$ cat src/verilog/pct_pkg.sv
// Package of offsets, field positions and reset values for the config header slice
package pct_pkg;
    // Dword addresses (byte offset bits 7:2) of the implemented config dwords
    localparam logic [5:0] TENURE_DWORD = 6'h03; // 0Ch dword: tenure/line + layout/self test
    localparam logic [5:0] HOST_BASE_DWORD = 6'h04; // 10h
    localparam logic [5:0] EXT_BASE_DWORD = 6'h05; // 14h
    // Byte offsets of the registers
    localparam logic [7:0] TENURE_OFFSET = 8'h0c;
    localparam logic [7:0] LAYOUT_OFFSET = 8'h0e;
    localparam logic [7:0] HOST_BASE_OFFSET = 8'h10;
    localparam logic [7:0] EXT_BASE_OFFSET = 8'h14;
    // Reset values
    localparam logic [15:0] TENURE_RESET = 16'h0000;
    localparam logic [20:0] POINTER_RESET = 21'h000000;
    // Fixed read values
    localparam logic [7:0] SELF_TEST_VALUE = 8'h00;
    localparam logic [7:0] LAYOUT_VALUE = 8'h00;
    localparam logic [6:0] WINDOW_SIZE_VALUE = 7'h00;
    localparam logic PREFETCH_VALUE = 1'b0;
    localparam logic [1:0] LOCATABLE_VALUE = 2'h0;
    localparam logic SPACE_VALUE = 1'b0;
    // Field positions of the base registers
    localparam int POINTER_LSB = 11;
    localparam int POINTER_WIDTH = 21;
    // Field positions of the tenure register
    localparam int TENURE_LIMIT_LSB = 8;
    // PCI memory command encodings
    localparam logic [3:0] CMD_MEM_READ = 4'h6;
    localparam logic [3:0] CMD_MEM_WRITE = 4'h7;
    localparam logic [3:0] CMD_MEM_READ_MULT = 4'hc;
    localparam logic [3:0] CMD_MEM_READ_LINE = 4'he;
    localparam logic [3:0] CMD_MEM_WRITE_INV = 4'hf;
endpackage

$ cat src/verilog/pct_config_header.sv
// Config header slice: tenure/line register, layout/self test, two window bases
`timescale 1ns/10ps
`default_nettype none

// This slice answers config reads and writes for dwords 0Ch, 10h and 14h.
// Reads answer one clock after the request; other dwords read zero.
// Fixed fields are rebuilt on every read, so no write can disturb them.
// The two window bases also steer target decode of memory cycles.
// The tenure counter runs only while our own transaction is active.
// Grant loss alone never ends a transaction; the limit must be reached too.
// The line length is only handed on; burst sizing lives in the initiator.
// Every output comes straight from a flip-flop.

// Notes on behaviour
// Writable tenure limit in upper byte 0Ch
// Tenure counter restarts at frame, counts clocks
// Limit reached and grant gone ends transaction
// Low byte is line length for line commands
// Tenure/line register read/write, resets to zero
// Self test byte reads zero, ignores writes
// Layout byte reads zero, ignores writes
// All ones write reads back FFFF F800h
// Only bits 31..11 of base writable
// Bits 10..4 read zero, 2K window
// Bit 3 reads zero, nonprefetchable
// Bits 2..1 read zero, 32-bit locatable
// Bit 0 reads zero, memory space
// Host base at 10h, resets zero
// Extension base at 14h, same layout
// Claim memory cycles hitting either window
// Writes honour byte enables, keep fixed bits
module pct_config_header (
    // Clock and reset
    input wire logic clk,
    input wire logic resetn,
    // Configuration access port
    input wire logic cfg_valid,
    input wire logic cfg_write,
    input wire logic [5:0] cfg_dword,
    input wire logic [3:0] cfg_byte_enable_n,
    input wire logic [31:0] cfg_write_data,
    output logic [31:0] cfg_read_data,
    output logic cfg_read_valid,
    // Target address decode
    input wire logic target_addr_valid,
    input wire logic [31:0] target_addr,
    input wire logic [3:0] target_command,
    output logic host_window_hit,
    output logic ext_window_hit,
    // Initiator tenure control
    input wire logic initiator_frame_start,
    input wire logic initiator_active,
    input wire logic grant_n,
    output logic tenure_expired,
    output logic initiator_must_end,
    // Line length for line-sized commands
    input wire logic [3:0] initiator_command,
    output logic [7:0] burst_line_length,
    output logic line_sized_command
);

    // Stored fields
    logic [7:0] tenure_limit; // Bus tenure limit in clocks
    logic [7:0] line_length_setting; // Cache line length
    logic [20:0] host_window_pointer; // Host window base upper bits
    logic [20:0] ext_window_pointer; // Extension window base upper bits
    logic [7:0] tenure_count; // Clocks since frame start
    // Bytes 0Eh and 0Fh and base bits 10..0 are constants and take no flops

    // Decoded config strobes
    logic wr_tenure; // Write to the 0Ch dword
    logic wr_host; // Write to the host window base
    logic wr_ext; // Write to the extension window base
    logic rd_req; // Read of any dword this cycle

    // Tenure limit reached while our own transaction runs
    logic limit_reached;

    // Merge a write into a pointer, byte lane by byte lane
    function automatic logic [20:0] merge_pointer(input logic [20:0] old_ptr,
                                                  input logic [31:0] data,
                                                  input logic [3:0] be_n);
        logic [31:0] full;
        // Start from the stored word with the fixed low bits cleared
        full = {old_ptr, 11'h000};
        for (int i = 0; i < 4; i++) begin
            // Enabled lanes (active low) take the new byte
            if (!be_n[i]) begin
                full[i*8 +: 8] = data[i*8 +: 8];
            end
        end
        // Only the pointer bits are kept; low bits are fixed
        return full[31:11];
    endfunction

    // Build the read word of a base register
    function automatic logic [31:0] base_word(input logic [20:0] ptr);
        // Size, prefetch, type and space fields are constants
        return {ptr, pct_pkg::WINDOW_SIZE_VALUE, pct_pkg::PREFETCH_VALUE,
                pct_pkg::LOCATABLE_VALUE, pct_pkg::SPACE_VALUE};
    endfunction

    // Does an address fall inside a 2K window
    function automatic logic window_match(input logic [20:0] ptr, input logic [31:0] addr);
        // Address bits 10..0 select a byte inside the window
        return addr[31:11] == ptr;
    endfunction

    // Memory command check; I/O, config and special cycles never hit
    function automatic logic is_mem_cmd(input logic [3:0] cmd);
        return cmd == pct_pkg::CMD_MEM_READ || cmd == pct_pkg::CMD_MEM_WRITE ||
               cmd == pct_pkg::CMD_MEM_READ_MULT || cmd == pct_pkg::CMD_MEM_READ_LINE ||
               cmd == pct_pkg::CMD_MEM_WRITE_INV;
    endfunction

    // Commands whose burst is sized by the line length
    function automatic logic is_line_cmd(input logic [3:0] cmd);
        return cmd == pct_pkg::CMD_MEM_WRITE_INV || cmd == pct_pkg::CMD_MEM_READ_LINE ||
               cmd == pct_pkg::CMD_MEM_READ_MULT;
    endfunction

    // Write strobes, one per implemented dword
    assign wr_tenure = cfg_valid && cfg_write && (cfg_dword == pct_pkg::TENURE_DWORD);
    assign wr_host = cfg_valid && cfg_write && (cfg_dword == pct_pkg::HOST_BASE_DWORD);
    assign wr_ext = cfg_valid && cfg_write && (cfg_dword == pct_pkg::EXT_BASE_DWORD);
    // Reads of any dword get an answer; unknown dwords read zero
    assign rd_req = cfg_valid && !cfg_write;

    // compare count with the limit
    // Saturated count stays at or above any limit, so expiry holds until the transaction ends or a new frame starts
    assign limit_reached = initiator_active && !initiator_frame_start &&
                           (tenure_count >= tenure_limit);

    // Tenure/line register; upper half of the dword is read-only
    // Bytes 0Eh and 0Fh have no storage, so writes there leave no trace
    // Disabled lanes keep their byte
    always_ff @(posedge clk or negedge resetn) begin
        if (!resetn) begin
            // clear on reset
            tenure_limit <= pct_pkg::TENURE_RESET[15:8];
            line_length_setting <= pct_pkg::TENURE_RESET[7:0];
        end else if (wr_tenure) begin
            // line length lane
            if (!cfg_byte_enable_n[0]) begin
                line_length_setting <= cfg_write_data[7:0];
            end
            // tenure limit lane
            if (!cfg_byte_enable_n[1]) begin
                tenure_limit <= cfg_write_data[15:8];
            end
            // Lanes 2 and 3 hold fixed bytes and are dropped
        end
    end

    // Host window base
    // Bits 10..0 are never stored; reads rebuild them from constants
    // A base of all ones is the sizing pattern and needs no special case
    always_ff @(posedge clk or negedge resetn) begin
        if (!resetn) begin
            // host base clears
            host_window_pointer <= pct_pkg::POINTER_RESET;
        end else if (wr_host) begin
            // upper bits only
            host_window_pointer <= merge_pointer(host_window_pointer, cfg_write_data,
                                                 cfg_byte_enable_n);
        end
    end

    // Extension window base
    // Same merge as the host base, so sizing reads back alike
    always_ff @(posedge clk or negedge resetn) begin
        if (!resetn) begin
            // extension base clears
            ext_window_pointer <= pct_pkg::POINTER_RESET;
        end else if (wr_ext) begin
            // enabled lanes only
            ext_window_pointer <= merge_pointer(ext_window_pointer, cfg_write_data,
                                                cfg_byte_enable_n);
        end
    end

    // Read answer strobe, one cycle after the request
    always_ff @(posedge clk or negedge resetn) begin
        if (!resetn) begin
            cfg_read_valid <= 1'b0;
        end else begin
            // One pulse per read
            cfg_read_valid <= rd_req;
        end
    end

    // Read data, one cycle after the request; holds between reads
    always_ff @(posedge clk or negedge resetn) begin
        if (!resetn) begin
            cfg_read_data <= 32'h00000000;
        end else begin
            if (rd_req) begin
                unique case (cfg_dword)
                    pct_pkg::TENURE_DWORD: begin
                        // self test byte zero
                        // layout byte zero
                        cfg_read_data <= {pct_pkg::SELF_TEST_VALUE, pct_pkg::LAYOUT_VALUE,
                                          tenure_limit, line_length_setting};
                    end
                    pct_pkg::HOST_BASE_DWORD: begin
                        // sizing readback
                        // size field zero
                        // nonprefetchable
                        // 32-bit locatable
                        // memory space
                        cfg_read_data <= base_word(host_window_pointer);
                    end
                    pct_pkg::EXT_BASE_DWORD: begin
                        // same layout
                        cfg_read_data <= base_word(ext_window_pointer);
                    end
                    default: begin
                        // Dwords outside this slice read zero
                        cfg_read_data <= 32'h00000000;
                    end
                endcase
            end
        end
    end

    // Host window decode of memory cycles
    // A base left at zero still decodes; the space enable sits outside this slice
    always_ff @(posedge clk or negedge resetn) begin
        if (!resetn) begin
            host_window_hit <= 1'b0;
        end else begin
            // claim host window hits
            host_window_hit <= target_addr_valid && is_mem_cmd(target_command) &&
                               window_match(host_window_pointer, target_addr);
        end
    end

    // Extension window decode of memory cycles
    // Both windows take all five memory commands alike
    always_ff @(posedge clk or negedge resetn) begin
        if (!resetn) begin
            ext_window_hit <= 1'b0;
        end else begin
            // claim extension window hits
            ext_window_hit <= target_addr_valid && is_mem_cmd(target_command) &&
                              window_match(ext_window_pointer, target_addr);
        end
    end

    // Tenure counter
    // Saturates at all ones so a long tenure cannot wrap back under the limit
    always_ff @(posedge clk or negedge resetn) begin
        if (!resetn) begin
            tenure_count <= 8'h00;
        end else if (initiator_frame_start) begin
            // restart at frame
            tenure_count <= 8'h00;
        end else if (initiator_active && tenure_count != 8'hff) begin
            // count each clock
            tenure_count <= tenure_count + 8'h01;
        end
    end

    // Tenure expiry flag; a zero limit expires one clock after frame start
    always_ff @(posedge clk or negedge resetn) begin
        if (!resetn) begin
            tenure_expired <= 1'b0;
        end else begin
            // expire at limit
            tenure_expired <= limit_reached;
        end
    end

    // Release request; grant loss alone never ends a transaction early
    always_ff @(posedge clk or negedge resetn) begin
        if (!resetn) begin
            initiator_must_end <= 1'b0;
        end else begin
            // yield once grant removed
            initiator_must_end <= limit_reached && grant_n;
        end
    end

    // Line length handed to the initiator's burst sizing
    always_ff @(posedge clk or negedge resetn) begin
        if (!resetn) begin
            burst_line_length <= 8'h00;
        end else begin
            // copy line length
            burst_line_length <= line_length_setting;
        end
    end

    // Flag for commands whose burst the line length sizes
    always_ff @(posedge clk or negedge resetn) begin
        if (!resetn) begin
            line_sized_command <= 1'b0;
        end else begin
            // flag line commands
            line_sized_command <= is_line_cmd(initiator_command);
        end
    end

endmodule
`default_nettype wire

$ cat config.mk
export PLATFORM = sky130hd
export DESIGN_NAME = pct_config_header
export DESIGN_NICKNAME = d
export VERILOG_FILES = /design/src/verilog/pct_pkg.sv /design/src/verilog/pct_config_header.sv
export SDC_FILE = /design/constraint.sdc
export NUM_CORES = 1
export LEC_CHECK = 0
export ABC_AREA = 0
export BUFFER_PORTS_ARGS = -buffer_cell sky130_fd_sc_hd__buf_2
export CAP_MARGIN = 20
export CORE_UTILIZATION = 57
export CTS_CLUSTER_DIAMETER = 60
export CTS_CLUSTER_SIZE = 10
export DETAILED_ROUTE_END_ITERATION = 10
export PLACE_DENSITY_LB_ADDON = 0.2
export REMOVE_ABC_BUFFERS = 1
export SETUP_SLACK_MARGIN = 0.1
export SLEW_MARGIN = 20
export SYNTH_ARGS = -nofsm -noshare
export SYNTH_HDL_FRONTEND = slang
export SYNTH_SLANG_ARGS = --single-unit
$ cat constraint.sdc
create_clock -name clk -period 3.8 [get_ports clk]
set_input_delay 0.19 -clock clk [delete_from_list [all_inputs] [get_ports clk]]
set_output_delay 0.19 -clock clk [all_outputs]
set_load 0.01 [all_outputs]
Word level (Yosys, flattened, before mapping)
Index checks and enable logic that the tools add are counted.
{"block": "word_totals", "regBits": 112, "in_bits": 90, "output_inout_bits": 46, "word_cells": 69}
{"block": "classes", "add_sub_neg": 1, "magnitude_cmp": 1, "eq_ne": 14, "n_mux": 3, "n_bitwise": 4, "n_reduce_logical": 29}
{"operator": "one-hot mux 32 bit (3 select lines)", "count": 1}
{"operator": "equality test 21 bit", "count": 2}
{"operator": "equality test 4 bit (second input constant)", "count": 6}
{"operator": "2-to-1 mux 8 bit", "count": 2}
{"operator": "AND reduction 2 bit", "count": 8}
{"operator": "equality test 6 x 3 -> 1 bit (second input constant)", "count": 2}
{"operator": "logical AND 1 bit", "count": 12}
{"operator": "adder 8 x 1 -> 8 bit (second input constant)", "count": 1}
{"operator": "equality test 4 x 3 -> 1 bit (second input constant)", "count": 2}
{"operator": ">= comparator 8 bit", "count": 1}
{"operator": "!= test 8 bit (second input constant)", "count": 1}
{"operator": "equality test 6 x 2 -> 1 bit (second input constant)", "count": 1}
{"operator": "logical OR 1 bit", "count": 6}
{"operator": "NOT 1 bit", "count": 4}
{"operator": "logical NOT 1 bit", "count": 2}
{"operator": "nonzero test 2 bit", "count": 1}

Depth between registers and ports, before layout
{"block": "depth", "depth_word": 7, "depth_mapped": 6, "depth_no_buf": 6}

Worst setup path before layout
OpenSTA, ideal clock, no wires.
{"block": "synth_path", "path_kind": "register to register", "from": "register tenure_count[1]", "to": "register tenure_count[1]", "setup_time_ns": 0.130, "arrival_ns": 1.346, "required_ns": 3.670, "path_slack_ns": 2.324, "path_stages_with_launch": 6, "n_path_buf": 0, "synth_period_minus_slack_ns": 1.476, "path_cell_list": "dfrtp_1 ha_1 nand4_1 o21ai_0 mux2i_1 nor2_1"}
{"block": "synth_between", "elab_chain_cells": 3, "word_cells_on_any_way": 6, "classes_between": "add/sub (1); eq/ne (1); mux (2); reduce/logical (2)"}
{"item": "start, declared", "line_no": "pct_config_header.sv:67", "text": "logic [7:0] tenure_count;"}
{"item": "start signal, assigned", "line_no": "pct_config_header.sv:260", "text": "tenure_count <= tenure_count + 8'h01;"}
{"item": "adder 8 x 1 -> 8 bit / != test 8 bit (equally long branches)", "line_no": "pct_config_header.sv:260, pct_config_header.sv:258"}
{"item": "2-to-1 mux 8 bit / logical AND 1 bit (equally long branches)", "line_no": "pct_config_header.sv:258", "text": "end else if (initiator_active && tenure_count != 8'hff) begin"}
{"item": "2-to-1 mux 8 bit / nonzero test 2 bit (equally long branches)"}
Parallel ways exist; a longest one is shown, timed or not. The select of a mux whose other input is x is not followed.
A chain may end at the register's enable or synchronous reset.

Worst setup path in the final report
{"block": "layout_path", "from": "input cfg_dword[5]", "to": "register host_window_pointer[2]"}
{"block": "layout_between", "elab_chain_cells": 3}
{"item": "start, declared", "line_no": "pct_config_header.sv:39", "text": "input wire logic [5:0] cfg_dword,"}
{"item": "equality test 6 x 3 -> 1 bit", "line_no": "pct_config_header.sv:124", "text": "assign wr_host = cfg_valid && cfg_write && (cfg_dword == pct_pkg::HOST_BASE_DWORD);"}
{"item": "logical AND 1 bit", "line_no": "pct_config_header.sv:124"}
{"item": "AND reduction 2 bit (no line)"}
{"item": "end signal, assigned", "line_no": "pct_config_header.sv:161", "text": "host_window_pointer <= pct_pkg::POINTER_RESET;"}
{"item": "end signal, assigned", "line_no": "pct_config_header.sv:164", "text": "host_window_pointer <= merge_pointer(host_window_pointer, cfg_write_data,"}
{"item": "end, declared", "line_no": "pct_config_header.sv:65", "text": "logic [20:0] host_window_pointer;"}
Every way passes these cells.

==> metrics <==
outcome finished, final reports clean; core area 8720 um2; per-cell routed wire length between 15 and 20 um; row cnt 34; startpoint types primary input; RSZ-0062 raised after global routing false; drt drc 0; total chip power between 2 and 2.5 mW; final hold violation count 0; Post-Syn Area per Cell between 10 and 15 um2; Post-synth EDFFs 0; Die X between 90 and 100 um; n_diodes 0; vias per inst around 5.7; CP arrival between 2 and 2.5 ns; area delta synth->final 18.2%; Worst-Skew Late Latency 0.38 ns; fmax 540 MHz; worst min path class primary input to register; Syn Inst Count 442; Most used DFF post-synth dfrtp_1; setup TNS 0 ns; Global Route Usage Sum between 20% and 30%; most common cell after layout, fill and taps aside buf_2; GRT Residual Overflow 0; Final #Nets around 660; worst IR drop on VDD about 220 uV; die height about 97 um; Leak roughly 3.1 nW; Final Skew about 0.011 ns; dpl cell area approximately 5800 um2; Non-Filler Instances 678; ys async rst share 100%; max-cap viol count 0; Slew Viols, Final 0; WP data required 4.05 ns; largest net degree at the start of global routing between 70 and 80; first drt pass iteration count 4; htree depth 3; Top Ports between 100 and 150; Worst-path clk slew between 0.1 and 0.15 ns; Slew headroom a little over a third; Tmin final about 1.9 ns; FILL cells between 600 and 700; initial core utilization approximately three fifths; Clock Path Buffers 2; most frequent cells in the layout buf_2 (123), dfrtp_1 (112), nor2_1 (44), mux2_1 (42), nand2_1 (37); port buffer count 124; Final Cycle Share roughly 50%; Placed Instances 660; Ys Warns 0; Final HPWL DP ~8.2 mm; Num Clock Sinks ~110; Mapped Area a little over 5000 um2; share of layout cells above drive strength 1 between 20% and 30%; CP max FO 14; CTS buffer count 9; Post-Route WL between 10 and 15 mm; vias after detailed routing approximately 3800; vias in the first global route just under 4000; die footprint 9370 um2; initial antenna violation count 0; flops & latches, synth 112; Least-Margin Pin Slew approximately 0.96 ns; Synth cell types 38; routability cong. 0.820; element type at the critical path end register; hold slack 0.0110 ns; Finish-stage setup viols 0; wire length of the first global-routing pass 19.3 mm; PwrDens about 380 nW/um2; post-CTS setup buffers 0; TritonCTS clock tree built; Starting DRT DRC Count between 150 and 200; CTS root buffer clkbuf_8; antenna-violating nets left 0; Seq/Total Area, Yosys roughly 55%; WS Path Type primary input to register; design area approximately 6100 um2
path summary, 6_finish.rpt:
check	slack [ns]	from	depth (start not counted)	endpoint
worst max-delay path	1.95	cfg_dword[5]	6	host_window_pointer[2]
worst min-delay path	0.01	initiator_command[3]	3	line_sized_command
worst max register to register	2.04	tenure_count[1]	5	tenure_count[1]
worst min register to register	0.41	line_length_setting[6]	0	burst_line_length[6]
max in group asynchronous	2.25	resetn	3	host_window_pointer[3]
min in group asynchronous	0.48	resetn	2	burst_line_length[4]
where the power goes:
group	internal, mW	switching (mW)	total (mW)
Combinational	0.118	0.147	0.265
Sequential	1.25	0.0408	1.29
Clock	0.321	0.427	0.748
logic make-up (layout without fill, tap and decap cells):
kind of cell / Yosys count / after routing / share of synthesized area [%]
xor+xnor: 45 / 45 / 7.70
compound gates: 58 / 58 / 7.96
fa+ha+maj: 9 / 9 / 2.20
simple gates: 135 / 135 / 13.0
mux: 54 / 54 / 11.8
flops: 112 / 112 / 54.7
buf+inv: 29 / 157 / 2.57
cells in the mapped netlist (5+ instances only):
cell type  count  area (um2)
a221oi_1      22         193
clkbuf_1       7        26.3
nand2_1       37         139
mux2_1        42         473
xor2_1        14         123
o21ai_0       17        85.1
ha_1           9         113
inv_1         10        37.5
mux2_2         9         101
buf_2          6        30.0
nand4_1       13        81.3
a22oi_1        5        37.5
nand3_1        9        45.0
xnor2_1       31         272
dfrtp_1      112        2800
nor2_1        44         165
metrics by stage:
stage | utilization [%] | setup slack (ns)
4_1_cts | 69.4 | 1.98
6_report | 69.4 | 1.95
3_3_place_gp | 66.7 | 1.61
2_1_floorplan | - | 1.51
3_5_place_dp | 66.7 | 1.59
5_1_grt | 69.4 | 1.80
worst max-delay path: stages:
cell and delay, ns:
buf_2 0.11, nor3_4 0.27, and3b_1 0.60, buf_4 0.29
and2_1 0.29, mux2_1 0.35
what timing repair did:
action | CTS | global route
hold endpoints to repair | 26 | 0
resized for setup | 0 | 0
hold buffers | 2 | 0
cell type report:
cell class | count | area (um2) | share of cell area [%]
sequential | 112 | 2800 | 46.3
multi-input combinational | 301 | 2190 | 36.1
timing repair buffer | 130 | 673 | 11.1
tap | 108 | 135 | 2.23
clock buffer | 9 | 124 | 2.05
clock inverter | 7 | 88.8 | 1.47
inverter | 11 | 41.3 | 0.682
routing by layer:
layer	track usage (%)	routed length, um	vias up
li1	-	-	1805
met2	42.4	5520	108
met4	8.50	201	0
met1	35.7	5180	1906
met5	0	0	-
met3	3.40	479	19
registers in the layout (all words and copies together) (netlist names):
| register | cells |
|---|---|
| line_sized_command | 1 |
| ext_window_pointer | 21 |
| burst_line_length | 8 |
| tenure_count | 8 |
| host_window_hit | 1 |
| line_length_setting | 8 |
| initiator_must_end | 1 |
| tenure_expired | 1 |
| cfg_read_data | 32 |
| host_window_pointer | 21 |
| ext_window_hit | 1 |
| cfg_read_valid | 1 |
| tenure_limit | 8 |
No activity file was read; power rests on OpenSTA's default activity.
